==> src/mifu_defines.svh <==
// Purpose: named constants of the upper identification field bank
// Assumes: included by the package, the field table and the top module file
// Notes: offsets are word indices; the byte address is four times the index
`ifndef MIFU_DEFINES_SVH
`define MIFU_DEFINES_SVH

// ----------------------------------------------------------------------
// bus geometry
// ----------------------------------------------------------------------
`define MIFU_ADDR_W 12
`define MIFU_DATA_W 32
`define MIFU_IDX_W 10
`define MIFU_TABLE_N 49

// ----------------------------------------------------------------------
// identification byte indices (word index, byte address is index * 4)
// ----------------------------------------------------------------------
`define MIFU_IDX_FIRST 10'h08E
`define MIFU_IDX_LAST 10'h0BE
`define MIFU_IDX_SMF 10'h08E
`define MIFU_IDX_OM3 10'h08F
`define MIFU_IDX_OM2 10'h090
`define MIFU_IDX_OM1 10'h091
`define MIFU_IDX_CABLE 10'h092
`define MIFU_IDX_TECH 10'h093
`define MIFU_IDX_NAME 10'h094
`define MIFU_IDX_EXT 10'h0A4
`define MIFU_IDX_OUI 10'h0A5
`define MIFU_IDX_PN 10'h0A8
`define MIFU_IDX_REV 10'h0B8
`define MIFU_IDX_WL 10'h0BA
`define MIFU_IDX_TOL 10'h0BC
`define MIFU_IDX_TEMP 10'h0BE

// ----------------------------------------------------------------------
// local control, status and check registers (word index)
// ----------------------------------------------------------------------
`define MIFU_IDX_CTRL 10'h100
`define MIFU_IDX_STAT 10'h101
`define MIFU_IDX_CHECK 10'h102
`define MIFU_CTRL_ERRW_BIT 0
`define MIFU_CTRL_CLR_BIT 1

// ----------------------------------------------------------------------
// field lengths and encodings
// ----------------------------------------------------------------------
`define MIFU_NAME_N 16
`define MIFU_OUI_N 3
`define MIFU_PN_N 16
`define MIFU_REV_N 2
`define MIFU_ASCII_SPACE 8'h20
`define MIFU_LEN_MIN 8'h01
`define MIFU_LEN_SAT 8'hFF
`define MIFU_CABLE_MAX_DM 16'h09EC
`define MIFU_DM_PER_M 16'h000A
`define MIFU_COPPER_FIRST 4'hA
`define MIFU_CNT_MAX 8'hFF
`define MIFU_CNT_ONE 8'h01

`endif

==> src/mifu_pkg.sv <==
// Purpose: shared types of the upper identification field bank
// Assumes: constants come from mifu_defines.svh
// Notes: the technology enum follows the code order 0000b..1111b
`include "mifu_defines.svh"

package mifu_pkg;

   typedef logic [7:0] mifu_byte_t;
   typedef logic [`MIFU_TABLE_N-1:0][7:0] mifu_table_t;

   // transmitter technology codes in upper nibble order
   typedef enum logic [3:0] {
      MIFU_TX_VCSEL_850, MIFU_TX_VCSEL_1310, MIFU_TX_VCSEL_1550, MIFU_TX_FP_1310,
      MIFU_TX_DFB_1310, MIFU_TX_DFB_1550, MIFU_TX_EML_1310, MIFU_TX_EML_1550,
      MIFU_TX_OTHERS, MIFU_TX_DFB_1490, MIFU_TX_CU_UNEQ, MIFU_TX_CU_PASSIVE_EQ,
      MIFU_TX_CU_NEAR_FAR_EQ, MIFU_TX_CU_FAR_EQ, MIFU_TX_CU_NEAR_EQ, MIFU_TX_CU_LINEAR_EQ
   } mifu_tx_tech_t;

   // complete register state of the top module
   typedef struct packed {
      logic [`MIFU_DATA_W-1:0] rdata;
      logic ready;
      logic slverr;
      logic errOnWrite;
      logic [7:0] rejectCount;
      logic [7:0] lastRejectIndex;
   } mifu_state_t;

endpackage

==> src/mifu_field_table.sv <==
// Purpose: builds the constant identification byte table from parameters
// Assumes: parameters are fixed at elaboration; no state is held here
// Notes: text fields are given right aligned in the literal and realigned here
`timescale 1ns/1ps
`include "mifu_defines.svh"

module mifu_field_table
   import mifu_pkg::*;
#(
   parameter bit IS_CABLE_ASSEMBLY = 1'b0,
   parameter logic [7:0] SMF_KM = 8'h0A,
   parameter logic [7:0] OM3_2M = 8'h00,
   parameter logic [7:0] OM2_M = 8'h00,
   parameter logic [7:0] OM1_M = 8'h00,
   parameter logic [15:0] CABLE_DM = 16'h0000,
   parameter mifu_tx_tech_t TX_TECH = MIFU_TX_DFB_1310,
   parameter bit WL_CONTROL = 1'b0,
   parameter bit COOLED = 1'b0,
   parameter bit AVALANCHE_PHOTODIODE_DETECTOR = 1'b0,
   parameter bit TUNABLE = 1'b0,
   parameter logic [127:0] MAKER_NAME = "EXAMPLE MAKER",
   parameter logic [2:0] EXT_RATES = 3'h0,
   parameter logic [23:0] ORG_ID = 24'h000000,
   parameter logic [127:0] PART_NUMBER = "PART-0001",
   parameter logic [15:0] REVISION = "A",
   parameter logic [15:0] WAVELENGTH_X20 = 16'h6626,
   parameter logic [7:0] ATTEN_2G5_DB = 8'h00,
   parameter logic [7:0] ATTEN_5G0_DB = 8'h00,
   parameter logic [15:0] TOLERANCE_X200 = 16'h251C,
   parameter logic [7:0] CASE_TEMP_C = 8'h00
) (
   output mifu_table_t tableBytes // byte k sits at index first + k
);

   // ----------------------------------------------------------------------
   // helpers
   // ----------------------------------------------------------------------
   // left align the low n bytes and pad with spaces; all zero stays zero
   function automatic logic [127:0] align_text(input logic [127:0] v, input int n);
      logic [127:0] r;
      int lead;
      bit seen;
      r = '0;
      lead = 0;
      seen = 1'b0;
      for (int i = n - 1; i >= 0; i--) begin
         if (!seen && v[i*8+:8] == 8'h00) lead++;
         else seen = 1'b1;
      end
      if (lead < n) begin
         for (int i = n - 1; i >= 0; i--) begin
            r[i*8+:8] = (i - lead >= 0) ? v[(i-lead)*8+:8] : `MIFU_ASCII_SPACE;
         end
      end
      return r;
   endfunction

   // metre code from decimetres; part metres above one are truncated
   function automatic mifu_byte_t cable_code(input logic [15:0] dm);
      logic [15:0] m;
      m = dm / `MIFU_DM_PER_M;
      if (dm == '0) cable_code = '0;
      else if (dm < `MIFU_DM_PER_M) cable_code = `MIFU_LEN_MIN;
      else if (dm > `MIFU_CABLE_MAX_DM) cable_code = `MIFU_LEN_SAT;
      else cable_code = m[7:0];
   endfunction

   function automatic int pos(input logic [`MIFU_IDX_W-1:0] idx);
      return int'(idx - `MIFU_IDX_FIRST);
   endfunction

   // ----------------------------------------------------------------------
   // table assembly
   // ----------------------------------------------------------------------
   logic isCopper;
   logic [127:0] nameText;
   logic [127:0] pnText;
   logic [127:0] revText;

   assign isCopper = (TX_TECH >= `MIFU_COPPER_FIRST);
   assign nameText = align_text(MAKER_NAME, `MIFU_NAME_N);
   assign pnText = align_text(PART_NUMBER, `MIFU_PN_N);
   assign revText = align_text({112'h0, REVISION}, `MIFU_REV_N);

   // each field written in address order, high byte at the lower address
   always_comb begin
      tableBytes = '0;
      tableBytes[pos(`MIFU_IDX_SMF)] = IS_CABLE_ASSEMBLY ? '0 : SMF_KM;
      tableBytes[pos(`MIFU_IDX_OM3)] = IS_CABLE_ASSEMBLY ? '0 : OM3_2M;
      tableBytes[pos(`MIFU_IDX_OM2)] = IS_CABLE_ASSEMBLY ? '0 : OM2_M;
      tableBytes[pos(`MIFU_IDX_OM1)] = IS_CABLE_ASSEMBLY ? '0 : OM1_M;
      tableBytes[pos(`MIFU_IDX_CABLE)] = cable_code(CABLE_DM);
      tableBytes[pos(`MIFU_IDX_TECH)] = {TX_TECH, WL_CONTROL, COOLED, AVALANCHE_PHOTODIODE_DETECTOR, TUNABLE};
      for (int k = 0; k < `MIFU_NAME_N; k++) begin
         tableBytes[pos(`MIFU_IDX_NAME) + k] = nameText[(`MIFU_NAME_N-1-k)*8+:8];
      end
      tableBytes[pos(`MIFU_IDX_EXT)] = {5'h00, EXT_RATES};
      for (int k = 0; k < `MIFU_OUI_N; k++) begin
         tableBytes[pos(`MIFU_IDX_OUI) + k] = ORG_ID[(`MIFU_OUI_N-1-k)*8+:8];
      end
      for (int k = 0; k < `MIFU_PN_N; k++) begin
         tableBytes[pos(`MIFU_IDX_PN) + k] = pnText[(`MIFU_PN_N-1-k)*8+:8];
      end
      for (int k = 0; k < `MIFU_REV_N; k++) begin
         tableBytes[pos(`MIFU_IDX_REV) + k] = revText[(`MIFU_REV_N-1-k)*8+:8];
      end
      // copper reuses the wavelength pair for attenuation
      tableBytes[pos(`MIFU_IDX_WL)] = isCopper ? ATTEN_2G5_DB : WAVELENGTH_X20[15:8];
      tableBytes[pos(`MIFU_IDX_WL)+1] = isCopper ? ATTEN_5G0_DB : WAVELENGTH_X20[7:0];
      tableBytes[pos(`MIFU_IDX_TOL)] = IS_CABLE_ASSEMBLY ? '0 : TOLERANCE_X200[15:8];
      tableBytes[pos(`MIFU_IDX_TOL)+1] = IS_CABLE_ASSEMBLY ? '0 : TOLERANCE_X200[7:0];
      tableBytes[pos(`MIFU_IDX_TEMP)] = CASE_TEMP_C;
   end

endmodule

==> src/mifu_id_fields_upper.sv <==
// Purpose: read-only identification bytes 142..190 of a four-lane module on APB
// Assumes: APB master on core_clk; one word per byte index, data in bits 7:0
// Notes: answer comes one cycle after the access phase starts
//
// Contract
// - single-mode length byte in kilometres; zero means unsupported or inferred.
// - all four fibre length bytes read zero for any cable assembly.
// - extended-bandwidth 50 micron length in two-metre units; zero unsupported.
// - 50 micron and 62.5 micron lengths in one-metre units; zero unsupported.
// - cable length in metres; below one metre reads one; zero not a cable.
// - cable length code 255 means longer than 254 metres.
// - technology byte: transmitter code in bits 7-4, device flags in 3-0.
// - flags: wavelength control, cooled, avalanche detector, tunable; clear means not.
// - codes 0000b-0111b and 1001b lasers, 1000b others, 1010b-1111b copper variants.
// - maker name is sixteen ASCII bytes, left aligned, space padded.
// - maker name or organisation identifier must hold valid content.
// - compliance byte bits 0-2 single/double/quad rate; bits 7-3 zero.
// - organisation identifier is three bytes; all zero means unspecified.
// - part number sixteen ASCII bytes, left aligned, space padded; zero unspecified.
// - revision two ASCII bytes, left aligned, space padded; zero unspecified.
// - optical wavelength is 16-bit nanometres times twenty, high byte first.
// - copper uses the pair for attenuation at 2.5 and 5.0 GHz.
// - tolerance 16-bit nanometres times two hundred, high first; zero for cables.
// - controlled-wavelength parts report the centre of the guaranteed range.
// - case temperature limit in degrees Celsius; zero means seventy.
// - base check byte is low eight bits of sum of bytes 128..190.
`timescale 1ns/1ps
`include "mifu_defines.svh"

module mifu_id_fields_upper
   import mifu_pkg::*;
#(
   parameter bit IS_CABLE_ASSEMBLY = 1'b0,
   parameter logic [7:0] SMF_KM = 8'h0A,
   parameter logic [7:0] OM3_2M = 8'h00,
   parameter logic [7:0] OM2_M = 8'h00,
   parameter logic [7:0] OM1_M = 8'h00,
   parameter logic [15:0] CABLE_DM = 16'h0000,
   parameter mifu_tx_tech_t TX_TECH = MIFU_TX_DFB_1310,
   parameter bit WL_CONTROL = 1'b0,
   parameter bit COOLED = 1'b0,
   parameter bit AVALANCHE_PHOTODIODE_DETECTOR = 1'b0,
   parameter bit TUNABLE = 1'b0,
   parameter logic [127:0] MAKER_NAME = "EXAMPLE MAKER",
   parameter logic [2:0] EXT_RATES = 3'h0,
   parameter logic [23:0] ORG_ID = 24'h000000, // arbitrary neutral value
   parameter logic [127:0] PART_NUMBER = "PART-0001",
   parameter logic [15:0] REVISION = "A",
   parameter logic [15:0] WAVELENGTH_X20 = 16'h6626,
   parameter logic [7:0] ATTEN_2G5_DB = 8'h00,
   parameter logic [7:0] ATTEN_5G0_DB = 8'h00,
   parameter logic [15:0] TOLERANCE_X200 = 16'h251C,
   parameter logic [7:0] CASE_TEMP_C = 8'h00,
   parameter logic [7:0] LOW_BYTES_SUM = 8'h00 // sum of bytes 128..141, mod 256
) (
   input wire logic core_clk, // system clock, 50 MHz
   input wire logic rst, // synchronous reset, active high
   input wire logic psel, // APB select
   input wire logic penable, // APB access phase
   input wire logic pwrite, // APB direction, high for write
   input wire logic [`MIFU_ADDR_W-1:0] paddr, // APB byte address
   input wire logic [`MIFU_DATA_W-1:0] pwdata, // APB write data
   input wire logic [3:0] pstrb, // APB byte strobes
   output logic [`MIFU_DATA_W-1:0] prdata, // APB read data, registered
   output logic pready, // APB ready, registered
   output logic pslverr // APB error, registered
);

   // ----------------------------------------------------------------------
   // constant identification table
   // ----------------------------------------------------------------------
   mifu_table_t tableBytes;

   // the wavelength parameter should hold the range centre for tuned parts
   mifu_field_table #(
      .IS_CABLE_ASSEMBLY(IS_CABLE_ASSEMBLY),
      .SMF_KM(SMF_KM),
      .OM3_2M(OM3_2M),
      .OM2_M(OM2_M),
      .OM1_M(OM1_M),
      .CABLE_DM(CABLE_DM),
      .TX_TECH(TX_TECH),
      .WL_CONTROL(WL_CONTROL),
      .COOLED(COOLED),
      .AVALANCHE_PHOTODIODE_DETECTOR(AVALANCHE_PHOTODIODE_DETECTOR),
      .TUNABLE(TUNABLE),
      .MAKER_NAME(MAKER_NAME),
      .EXT_RATES(EXT_RATES),
      .ORG_ID(ORG_ID),
      .PART_NUMBER(PART_NUMBER),
      .REVISION(REVISION),
      .WAVELENGTH_X20(WAVELENGTH_X20),
      .ATTEN_2G5_DB(ATTEN_2G5_DB),
      .ATTEN_5G0_DB(ATTEN_5G0_DB),
      .TOLERANCE_X200(TOLERANCE_X200),
      .CASE_TEMP_C(CASE_TEMP_C)
   ) u_table (
      .tableBytes(tableBytes)
   );

   // ----------------------------------------------------------------------
   // helper functions
   // ----------------------------------------------------------------------
   // true when the word index falls inside the identification range
   function automatic logic is_id_index(input logic [`MIFU_IDX_W-1:0] idx);
      return (idx >= `MIFU_IDX_FIRST) && (idx <= `MIFU_IDX_LAST);
   endfunction

   // table byte for an index already known to be inside the range
   function automatic mifu_byte_t id_byte(input mifu_table_t t,
                                          input logic [`MIFU_IDX_W-1:0] idx);
      logic [`MIFU_IDX_W-1:0] k;
      k = idx - `MIFU_IDX_FIRST;
      return t[k[5:0]];
   endfunction

   // true when n bytes starting at an index are all zero
   function automatic logic field_zero(input mifu_table_t t,
                                       input logic [`MIFU_IDX_W-1:0] idx,
                                       input int n);
      logic z;
      logic [`MIFU_IDX_W-1:0] k;
      z = 1'b1;
      k = idx - `MIFU_IDX_FIRST;
      for (int i = 0; i < n; i++) begin
         if (t[int'(k) + i] != 8'h00) z = 1'b0;
      end
      return z;
   endfunction

   // ----------------------------------------------------------------------
   // check sum and field validity
   // ----------------------------------------------------------------------
   logic [7:0] rangeSum;
   logic [7:0] baseCheckByte;
   logic nameValid;
   logic ouiSpecified;
   logic pnSpecified;
   logic revSpecified;
   logic identityOk;

   // modulo-256 sum of every byte of this range
   always_comb begin
      rangeSum = '0;
      for (int k = 0; k < `MIFU_TABLE_N; k++) begin
         rangeSum = rangeSum + tableBytes[k];
      end
   end

   // the lower bytes live elsewhere; only their sum is brought in
   assign baseCheckByte = rangeSum + LOW_BYTES_SUM;

   // field status, for software to spot a badly built table
   assign nameValid = !field_zero(tableBytes, `MIFU_IDX_NAME, `MIFU_NAME_N);
   assign ouiSpecified = !field_zero(tableBytes, `MIFU_IDX_OUI, `MIFU_OUI_N);
   assign pnSpecified = !field_zero(tableBytes, `MIFU_IDX_PN, `MIFU_PN_N);
   assign revSpecified = !field_zero(tableBytes, `MIFU_IDX_REV, `MIFU_REV_N);
   assign identityOk = nameValid | ouiSpecified;

   // ----------------------------------------------------------------------
   // bus decode
   // ----------------------------------------------------------------------
   logic [`MIFU_IDX_W-1:0] wordIdx;
   logic aligned;
   logic [`MIFU_DATA_W-1:0] statusWord;
   logic [`MIFU_DATA_W-1:0] checkWord;
   logic [`MIFU_DATA_W-1:0] ctrlWord;
   // registered state and its next value, declared ahead of the read views
   mifu_state_t s_q;
   mifu_state_t s_d;

   assign wordIdx = paddr[`MIFU_ADDR_W-1:2];
   assign aligned = (paddr[1:0] == 2'h0);

   // read views of the local registers, unused bits read zero
   assign statusWord = {8'h00, s_q.lastRejectIndex, 3'h0, identityOk, revSpecified,
                        pnSpecified, ouiSpecified, nameValid, s_q.rejectCount};
   assign checkWord = {16'h0000, baseCheckByte, rangeSum};
   assign ctrlWord = {31'h00000000, s_q.errOnWrite};

   // ----------------------------------------------------------------------
   // state
   // ----------------------------------------------------------------------
   logic accessPhase;
   logic completeEdge;
   logic idHit;

   // two steps: first access cycle loads the answer, the ready edge commits
   always_comb begin
      s_d = s_q;
      accessPhase = psel & penable & ~s_q.ready;
      completeEdge = psel & penable & s_q.ready;
      idHit = aligned && is_id_index(wordIdx);
      s_d.ready = accessPhase;

      // answer: data and error held until the next access phase loads a new one
      if (accessPhase) begin
         s_d.rdata = '0;
         s_d.slverr = 1'b0;
         if (!aligned) begin
            s_d.slverr = 1'b1;
         end else if (idHit) begin
            if (pwrite) s_d.slverr = s_q.errOnWrite;
            else s_d.rdata = {24'h000000, id_byte(tableBytes, wordIdx)};
         end else if (wordIdx == `MIFU_IDX_CTRL) begin
            if (!pwrite) s_d.rdata = ctrlWord;
         end else if (wordIdx == `MIFU_IDX_STAT) begin
            if (!pwrite) s_d.rdata = statusWord;
         end else if (wordIdx == `MIFU_IDX_CHECK) begin
            if (!pwrite) s_d.rdata = checkWord;
         end else begin
            s_d.slverr = 1'b1;
         end
      end

      // write effects land only on the edge where pready is seen high
      if (completeEdge && pwrite && aligned) begin
         if (wordIdx == `MIFU_IDX_CTRL && pstrb[0]) begin
            s_d.errOnWrite = pwdata[`MIFU_CTRL_ERRW_BIT];
            if (pwdata[`MIFU_CTRL_CLR_BIT]) begin
               s_d.rejectCount = '0;
               s_d.lastRejectIndex = '0;
            end
         end
         // table bytes stay as they are; the attempt is counted and its index kept
         if (idHit) begin
            s_d.lastRejectIndex = wordIdx[7:0];
            if (s_d.rejectCount != `MIFU_CNT_MAX) begin
               s_d.rejectCount = s_d.rejectCount + `MIFU_CNT_ONE;
            end
         end
      end
   end

   // single register stage for all state
   always_ff @(posedge core_clk) begin
      if (rst) begin
         s_q <= '0;
      end else begin
         s_q <= s_d;
      end
   end

   // ----------------------------------------------------------------------
   // outputs
   // ----------------------------------------------------------------------
   assign prdata = s_q.rdata;
   assign pready = s_q.ready;
   assign pslverr = s_q.slverr;

endmodule

==> config.mk <==
export PLATFORM = sky130hd
export DESIGN_NAME = mifu_id_fields_upper
export DESIGN_NICKNAME = d
export VERILOG_FILES = /design/src/mifu_pkg.sv /design/src/mifu_field_table.sv /design/src/mifu_id_fields_upper.sv
export VERILOG_INCLUDE_DIRS = /design/src
export SDC_FILE = /design/constraint.sdc
export NUM_CORES = 1
export LEC_CHECK = 0
export ABC_AREA = 1
export BUFFER_PORTS_ARGS = -buffer_cell sky130_fd_sc_hd__buf_2
export CAP_MARGIN = 20
export CELL_PAD_IN_SITES_DETAIL_PLACEMENT = 1
export CELL_PAD_IN_SITES_GLOBAL_PLACEMENT = 1
export CORE_MARGIN = 4
export CORE_UTILIZATION = 37
export CTS_CLUSTER_DIAMETER = 100
export DETAILED_ROUTE_END_ITERATION = 8
export GPL_TIMING_DRIVEN = 0
export PLACE_DENSITY = 0.8
export SYNTH_ARGS = -nofsm -noshare
export SYNTH_HDL_FRONTEND = slang
export SYNTH_SLANG_ARGS = --single-unit
==> constraint.sdc <==
create_clock -name core_clk -period 5.1 [get_ports core_clk]
set_input_delay 0.765 -clock core_clk [delete_from_list [all_inputs] [get_ports core_clk]]
set_output_delay 0.765 -clock core_clk [all_outputs]
set_load 0.005 [all_outputs]
* Word level (Yosys, flattened, before mapping) *
Memories as Yosys holds them, arrays and structs flattened.
Cells that the tools add are included.

operators by class
  add/subtract/negate cells = 2
  magnitude comparators = 3
  equal/unequal tests = 7
  multiplexer cells = 21
  bitwise gates (word level) = 4
  reduce and logical (&&, ||, !) cells = 8

operators with widths
  cell                 count
  $mux 32              4
  $mux 17              2
  $mux 16              2
  $eq 10x9->1 const B  3
  $mux 15              2
  $mux 24              1
  $mux 8               3
  $ge 10x8->1 const B  1
  $le 10x8->1 const B  1
  $add 8x1->8 const B  1
  $ne 8x8->1 const B   1
  $lt 6x7->1 const B   1
  $mux 1               7
  $sub 6x4->6 const B  1
  $logic_and 1x1->1    5
  $and 1x1->1          3
  $ne 3x2->1 const B   1
  $ne 3x3->1 const B   1
  $reduce_and 3->1     1
  $logic_not 2->1      1
  $ne 2x1->1 const B   1
  $reduce_and 2->1     1
  $not 1->1            1

word-level totals
  register bits = 51
  bits in read-only memories = 512
  bits of input ports = 53
  output and inout bits = 34
  logic and storage cells = 52
  memories = 1

memories
  memory           depth  bits a word  read ports  clocked after Yosys merged registers in  write ports  RTL line                     source
  (no name shown)  64     8            1           0                                        0            mifu_id_fields_upper.sv:114  return t[k[5:0]];

* Longest topological paths before layout *
  depth after elaboration = 8
  gate-level depth with buffers = 13
  gate-level depth less buffers = 13

* Hierarchy *
From an unflattened synthesis, not the netlist that was laid out.

unflattened totals
  cell total of the unflattened synthesis = 2,482
  area total of the unflattened synthesis = 18,218.7 um2

modules (own cells, without submodules)
  module                instances  cells each  area each (um2)  seq. area each (um2)
  mifu_id_fields_upper  1          2,088       15,268.4         860.8
  mifu_field_table      1          394         2,950.3          0.0

* Worst setup path before layout *
No wires, ideal clock.

  kind = in2reg
  start point = input paddr[2]
  end point = register s_q[12] (netlist name)
  library setup time = 130 ps
  arrival = 1,989 ps
  required time = 4,970 ps
  path slack = 2,980 ps
  stages = 10
  buffers on the path = 0
  path through = inv_1 > ha_1 > inv_1 > nor2_1 > nand4_4 > nand2_1 > nor2_2 > nand3_4 > nand2_1 > nor3b_2

between the ends
  word-level cells in the longest chain between the ends = 7
  elaborated cells between the ends (all ways) = 12
  those cells by class = 1 x add/sub; 2 x order compare; 2 x eq/ne; 4 x mux; 3 x reduce/logical

ends and longest elaborated chain
  element                                                     RTL line                     source
  start: declaration                                          mifu_id_fields_upper.sv:61   input wire logic [`MIFU_ADDR_W-1:0] paddr,
  $eq 10x9->1 (no line)                                       n/a
  $logic_and 1x1->1                                           mifu_id_fields_upper.sv:218  if (wordIdx == `MIFU_IDX_CTRL && pstrb[0]) begin
  $mux 17                                                     mifu_id_fields_upper.sv:218
  $mux 17                                                     mifu_id_fields_upper.sv:217  if (completeEdge && pwrite && aligned) begin
  $add 8x1->8 (no line) / $ne 8x8->1 (equally long branches)  n/a
  $mux 8                                                      mifu_id_fields_upper.sv:228  if (s_d.rejectCount != `MIFU_CNT_MAX) begin
  $mux 16 (*)                                                 mifu_id_fields_upper.sv:226  if (idHit) begin
  end signal: assignment                                      mifu_id_fields_upper.sv:238  s_q <= '0;
  end signal: assignment                                      mifu_id_fields_upper.sv:240  s_q <= s_d;
  end: declaration                                            mifu_id_fields_upper.sv:169  mifu_state_t s_q;

Mark *: on every way between the ends. The rest lies on a longest branch, timed or not. The select of a mux whose other input is x is not followed.
A chain may end at the register's enable or synchronous reset.

* Worst setup path after layout *
  start point = input paddr[3]
  end point = register s_q, in the netlist prdata[3]

between the ends
  word-level cells in the longest chain between the ends = 6
  elaborated cells between the ends (all ways) = 16
  those cells by class = 1 x add/sub; 2 x order compare; 3 x eq/ne; 7 x mux; 2 x reduce/logical; 1 x memory

ends and longest elaborated chain
  element                                                         RTL line                                                  source
  $sub 6x4->6 (no line) / $eq 10x9->1 (equally long branches)     n/a
  $mem_v2 64x8 / $mux 15 (equally long branches)                  n/a
  $mux 8 (implied by the code) / $mux 32 (equally long branches)  mifu_id_fields_upper.sv:114, mifu_id_fields_upper.sv:207
  $mux 8 / $mux 32 (equally long branches)                        mifu_id_fields_upper.sv:203, mifu_id_fields_upper.sv:205
  $mux 32 (*)                                                     mifu_id_fields_upper.sv:202                               end else if (idHit) begin
  $mux 32 (*)                                                     mifu_id_fields_upper.sv:200                               if (!aligned) begin

Marked as above.

==> metrics.txt <==
Main synth FF type dfxtp_1; drt drc 0; Most Frequent Cell on Critical Path nor2_1; clock skew 7.168 ps; hold crit path type reg -> reg; initial core utilization 0.3792; Critical Path End Type flip-flop; Synth Area per Inst 6.708 um^2; total gr overflow 0; startpoint type of the worst setup path input pin; measured slew at the worst slew-check pin 637.0 ps; Tcrit/Tclk final 0.5028; PD cells 207.1 nW/um^2; Post-Syn Area 2750 um^2; vias in the first global route 2,791; Post-DRT Antenna Nets 0; critical path startpoint paddr[3]; R2R Path Start pready; clock sinks 38; status finished clean; drt pass-1 iters 4; fin area 3237 um^2; core area 7253 um^2; H-Tree Depth 2; slowest cell on the critical path ha_1; kind of critical path in -> reg; Post-Syn Instances 410; Synth async-reset ratio 0; Crit path arrival time 2710 ps; Leak 1.507 nW; Skew-Pair Late Insertion Delay 290 ps; FMAX 390.0 MHz; CP required 5250 ps; setup TNS 0 ps; P&R area growth vs syn 17.70%; GPL Wtd Cong 0.8573; Final #Nets 533; DIE WIDTH 94.22 um; die area 8876 um^2; RSZ-0062 raised after global routing no; # rows 31; Post-synth EDFFs 0; min Tclk post-route 2564 ps; Area after DPL 3123 um^2; CP peak stage delay 400 ps; YS warnings 0; io pins 87; flops & latches, synth 38; Cell variety after synth 35; Routed WL 7967 um; total number of vias 2,721; first-pass GRT wire length 13,320 um; n_diodes 0; Pins Over Slew Limit 0; die height 94.22 um; Reg clk slew, reported paths 80 ps; root buf cell clkbuf_8; I/O Buffers 43; critical path fanouts, max 13; Min-Delay Startpoint s_q[6]; largest net degree at the start of global routing 14; Setup violations, final 0; post-CTS setup buffer count 0; GRT Total Usage 0.1868; final hold vios 0; sequential area share after synthesis 0.2766; vias per inst 4.782; worst-case vdd ir drop 0.09617 mV; Max Cap Viol 0; max_slew headroom 0.5753; initial antenna violation count 0; post_cts resized 0; CTS Buffer Depth 2; CTS Hold Bufs 0; fin util 0.4463; TritonCTS clock tree done; Initial DRC Count 129; dpl hpwl 6173 um; layout cell share with drive strength beyond 1 0.2617; worst-path cell chain buf_2 > inv_2 > ha_1 > clkbuf_1 > a21oi_1 > o211ai_1 > nand3_1 > o21ai_0 > nor2_1 > nor2_1 > nor2_1; drt wl/cell 14.00 um; Num CTS Buffers 5
[logic make-up (layout without fill, tap and decap cells)]
| family | Yosys count | count (layout) | share of synthesized area |
|---|---|---|---|
| flip-flops | 38 | 38 | 0.2766 |
| other | 1 | 10 | 0.001364 |
| adder cells (fa/ha/maj) | 11 | 11 | 0.05004 |
| AO/OA/AOI/OAI | 64 | 64 | 0.1233 |
| buffers and inverters | 82 | 133 | 0.1574 |
| XOR/XNOR | 3 | 3 | 0.02184 |
| AND/OR/NAND/NOR | 211 | 211 | 0.3694 |
[cell type report]
class / instances / area [um^2]
clock inverter: 3 / 45.04
inverter: 43 / 162.7
tap: 99 / 123.9
timing repair buffer: 43 / 215.2
buffer: 39 / 270.3
multi-input combinational: 299 / 1590
fill: 994 / 4016
sequential: 38 / 760.7
clock buffer: 5 / 68.82
[registers in the layout (all words and copies together) (netlist names)]
| name | count |
|---|---|
| prdata | 19 |
| ctrlWord | 1 |
| pready | 1 |
| s_q | 16 |
| pslverr | 1 |
[cells in the final DEF (no fill, tap or decap), types with 6 or more instances in the layout]
cell type / synthesis / layout
inv_1: 32 / 32
a21oi_1: 32 / 32
nand2_2: 8 / 8
clkbuf_1: 6 / 6
buf_4: 33 / 33
buf_2: 0 / 43
nand2_1: 107 / 107
nand3_1: 32 / 32
nor2_1: 33 / 33
dfxtp_1: 38 / 38
conb_1: 1 / 10
ha_1: 11 / 11
nor2_4: 7 / 7
nand4_1: 6 / 6
inv_2: 8 / 8
o21ai_0: 18 / 18
[Yosys cell counts, types with 2 or more instances]
cell	count	area [um^2]
a21oi_1	32	160.2
nand3_1	32	160.2
nor2_1	33	123.9
ha_1	11	137.6
buf_4	33	247.7
nor2_2	5	31.28
xor2_2	2	32.53
clkbuf_1	6	22.52
nand2_2	8	50.05
nor3_1	2	10.01
a31oi_1	2	12.51
clkinv_1	2	7.510
o21ai_0	18	90.09
nand3b_1	2	15.01
o21ai_1	5	25.02
dfxtp_1	38	760.7
inv_1	32	120.1
inv_2	8	30.03
o211ai_1	5	37.54
or2_1	2	12.51
nand2_1	107	401.6
nand4_1	6	37.54
nor2_4	7	78.83
[worst paths after layout]
check         endpoint  slack (ps)  depth (start not counted)
max reg2reg     s_q[0]        3510                          7
min             s_q[6]         450                          2
max          prdata[3]        2540                         11
min reg2reg     s_q[6]         450                          2
[metal layers]
| metal | global-route usage | routed length (um) | vias up |
|---|---|---|---|
| met4 | 0.02888 | 41 | 0 |
| li1 | - | - | 1391 |
| met1 | 0.2380 | 3608 | 1274 |
| met5 | 0 | 0 | - |
| met2 | 0.3322 | 3965 | 52 |
| met3 | 0.03365 | 352 | 4 |
[stage by stage]
step | hold slack (ps) | std cells | worst slack (ps) | power [mW]
detailed placement | 435.7 | 561 | 2267 | 0.4178
global placement | 427.2 | 561 | 2342 | 0.4163
floorplan | 416.9 | 419 | 2980 | 0.3795
finish | 449.3 | 569 | 2536 | 0.6704
CTS | 450.6 | 569 | 2566 | 0.6737
global route | 481.7 | 569 | 2335 | 0.7039
[critical path: cells and delay by family]
family | cells | cell delay [ps]
AND/OR/NAND/NOR | 4 | 320
AO/OA/AOI/OAI | 3 | 470
adder cells (fa/ha/maj) | 1 | 400
buffers and inverters | 3 | 750
[where the power goes]
part / total (mW) / internal (mW) / switching, mW
Combinational: 0.115 / 0.0375 / 0.0771
Clock: 0.258 / 0.146 / 0.113
Sequential: 0.298 / 0.297 / 0.000496
Total: 0.670 / 0.480 / 0.190
Power figures use the tool's default switching activity.
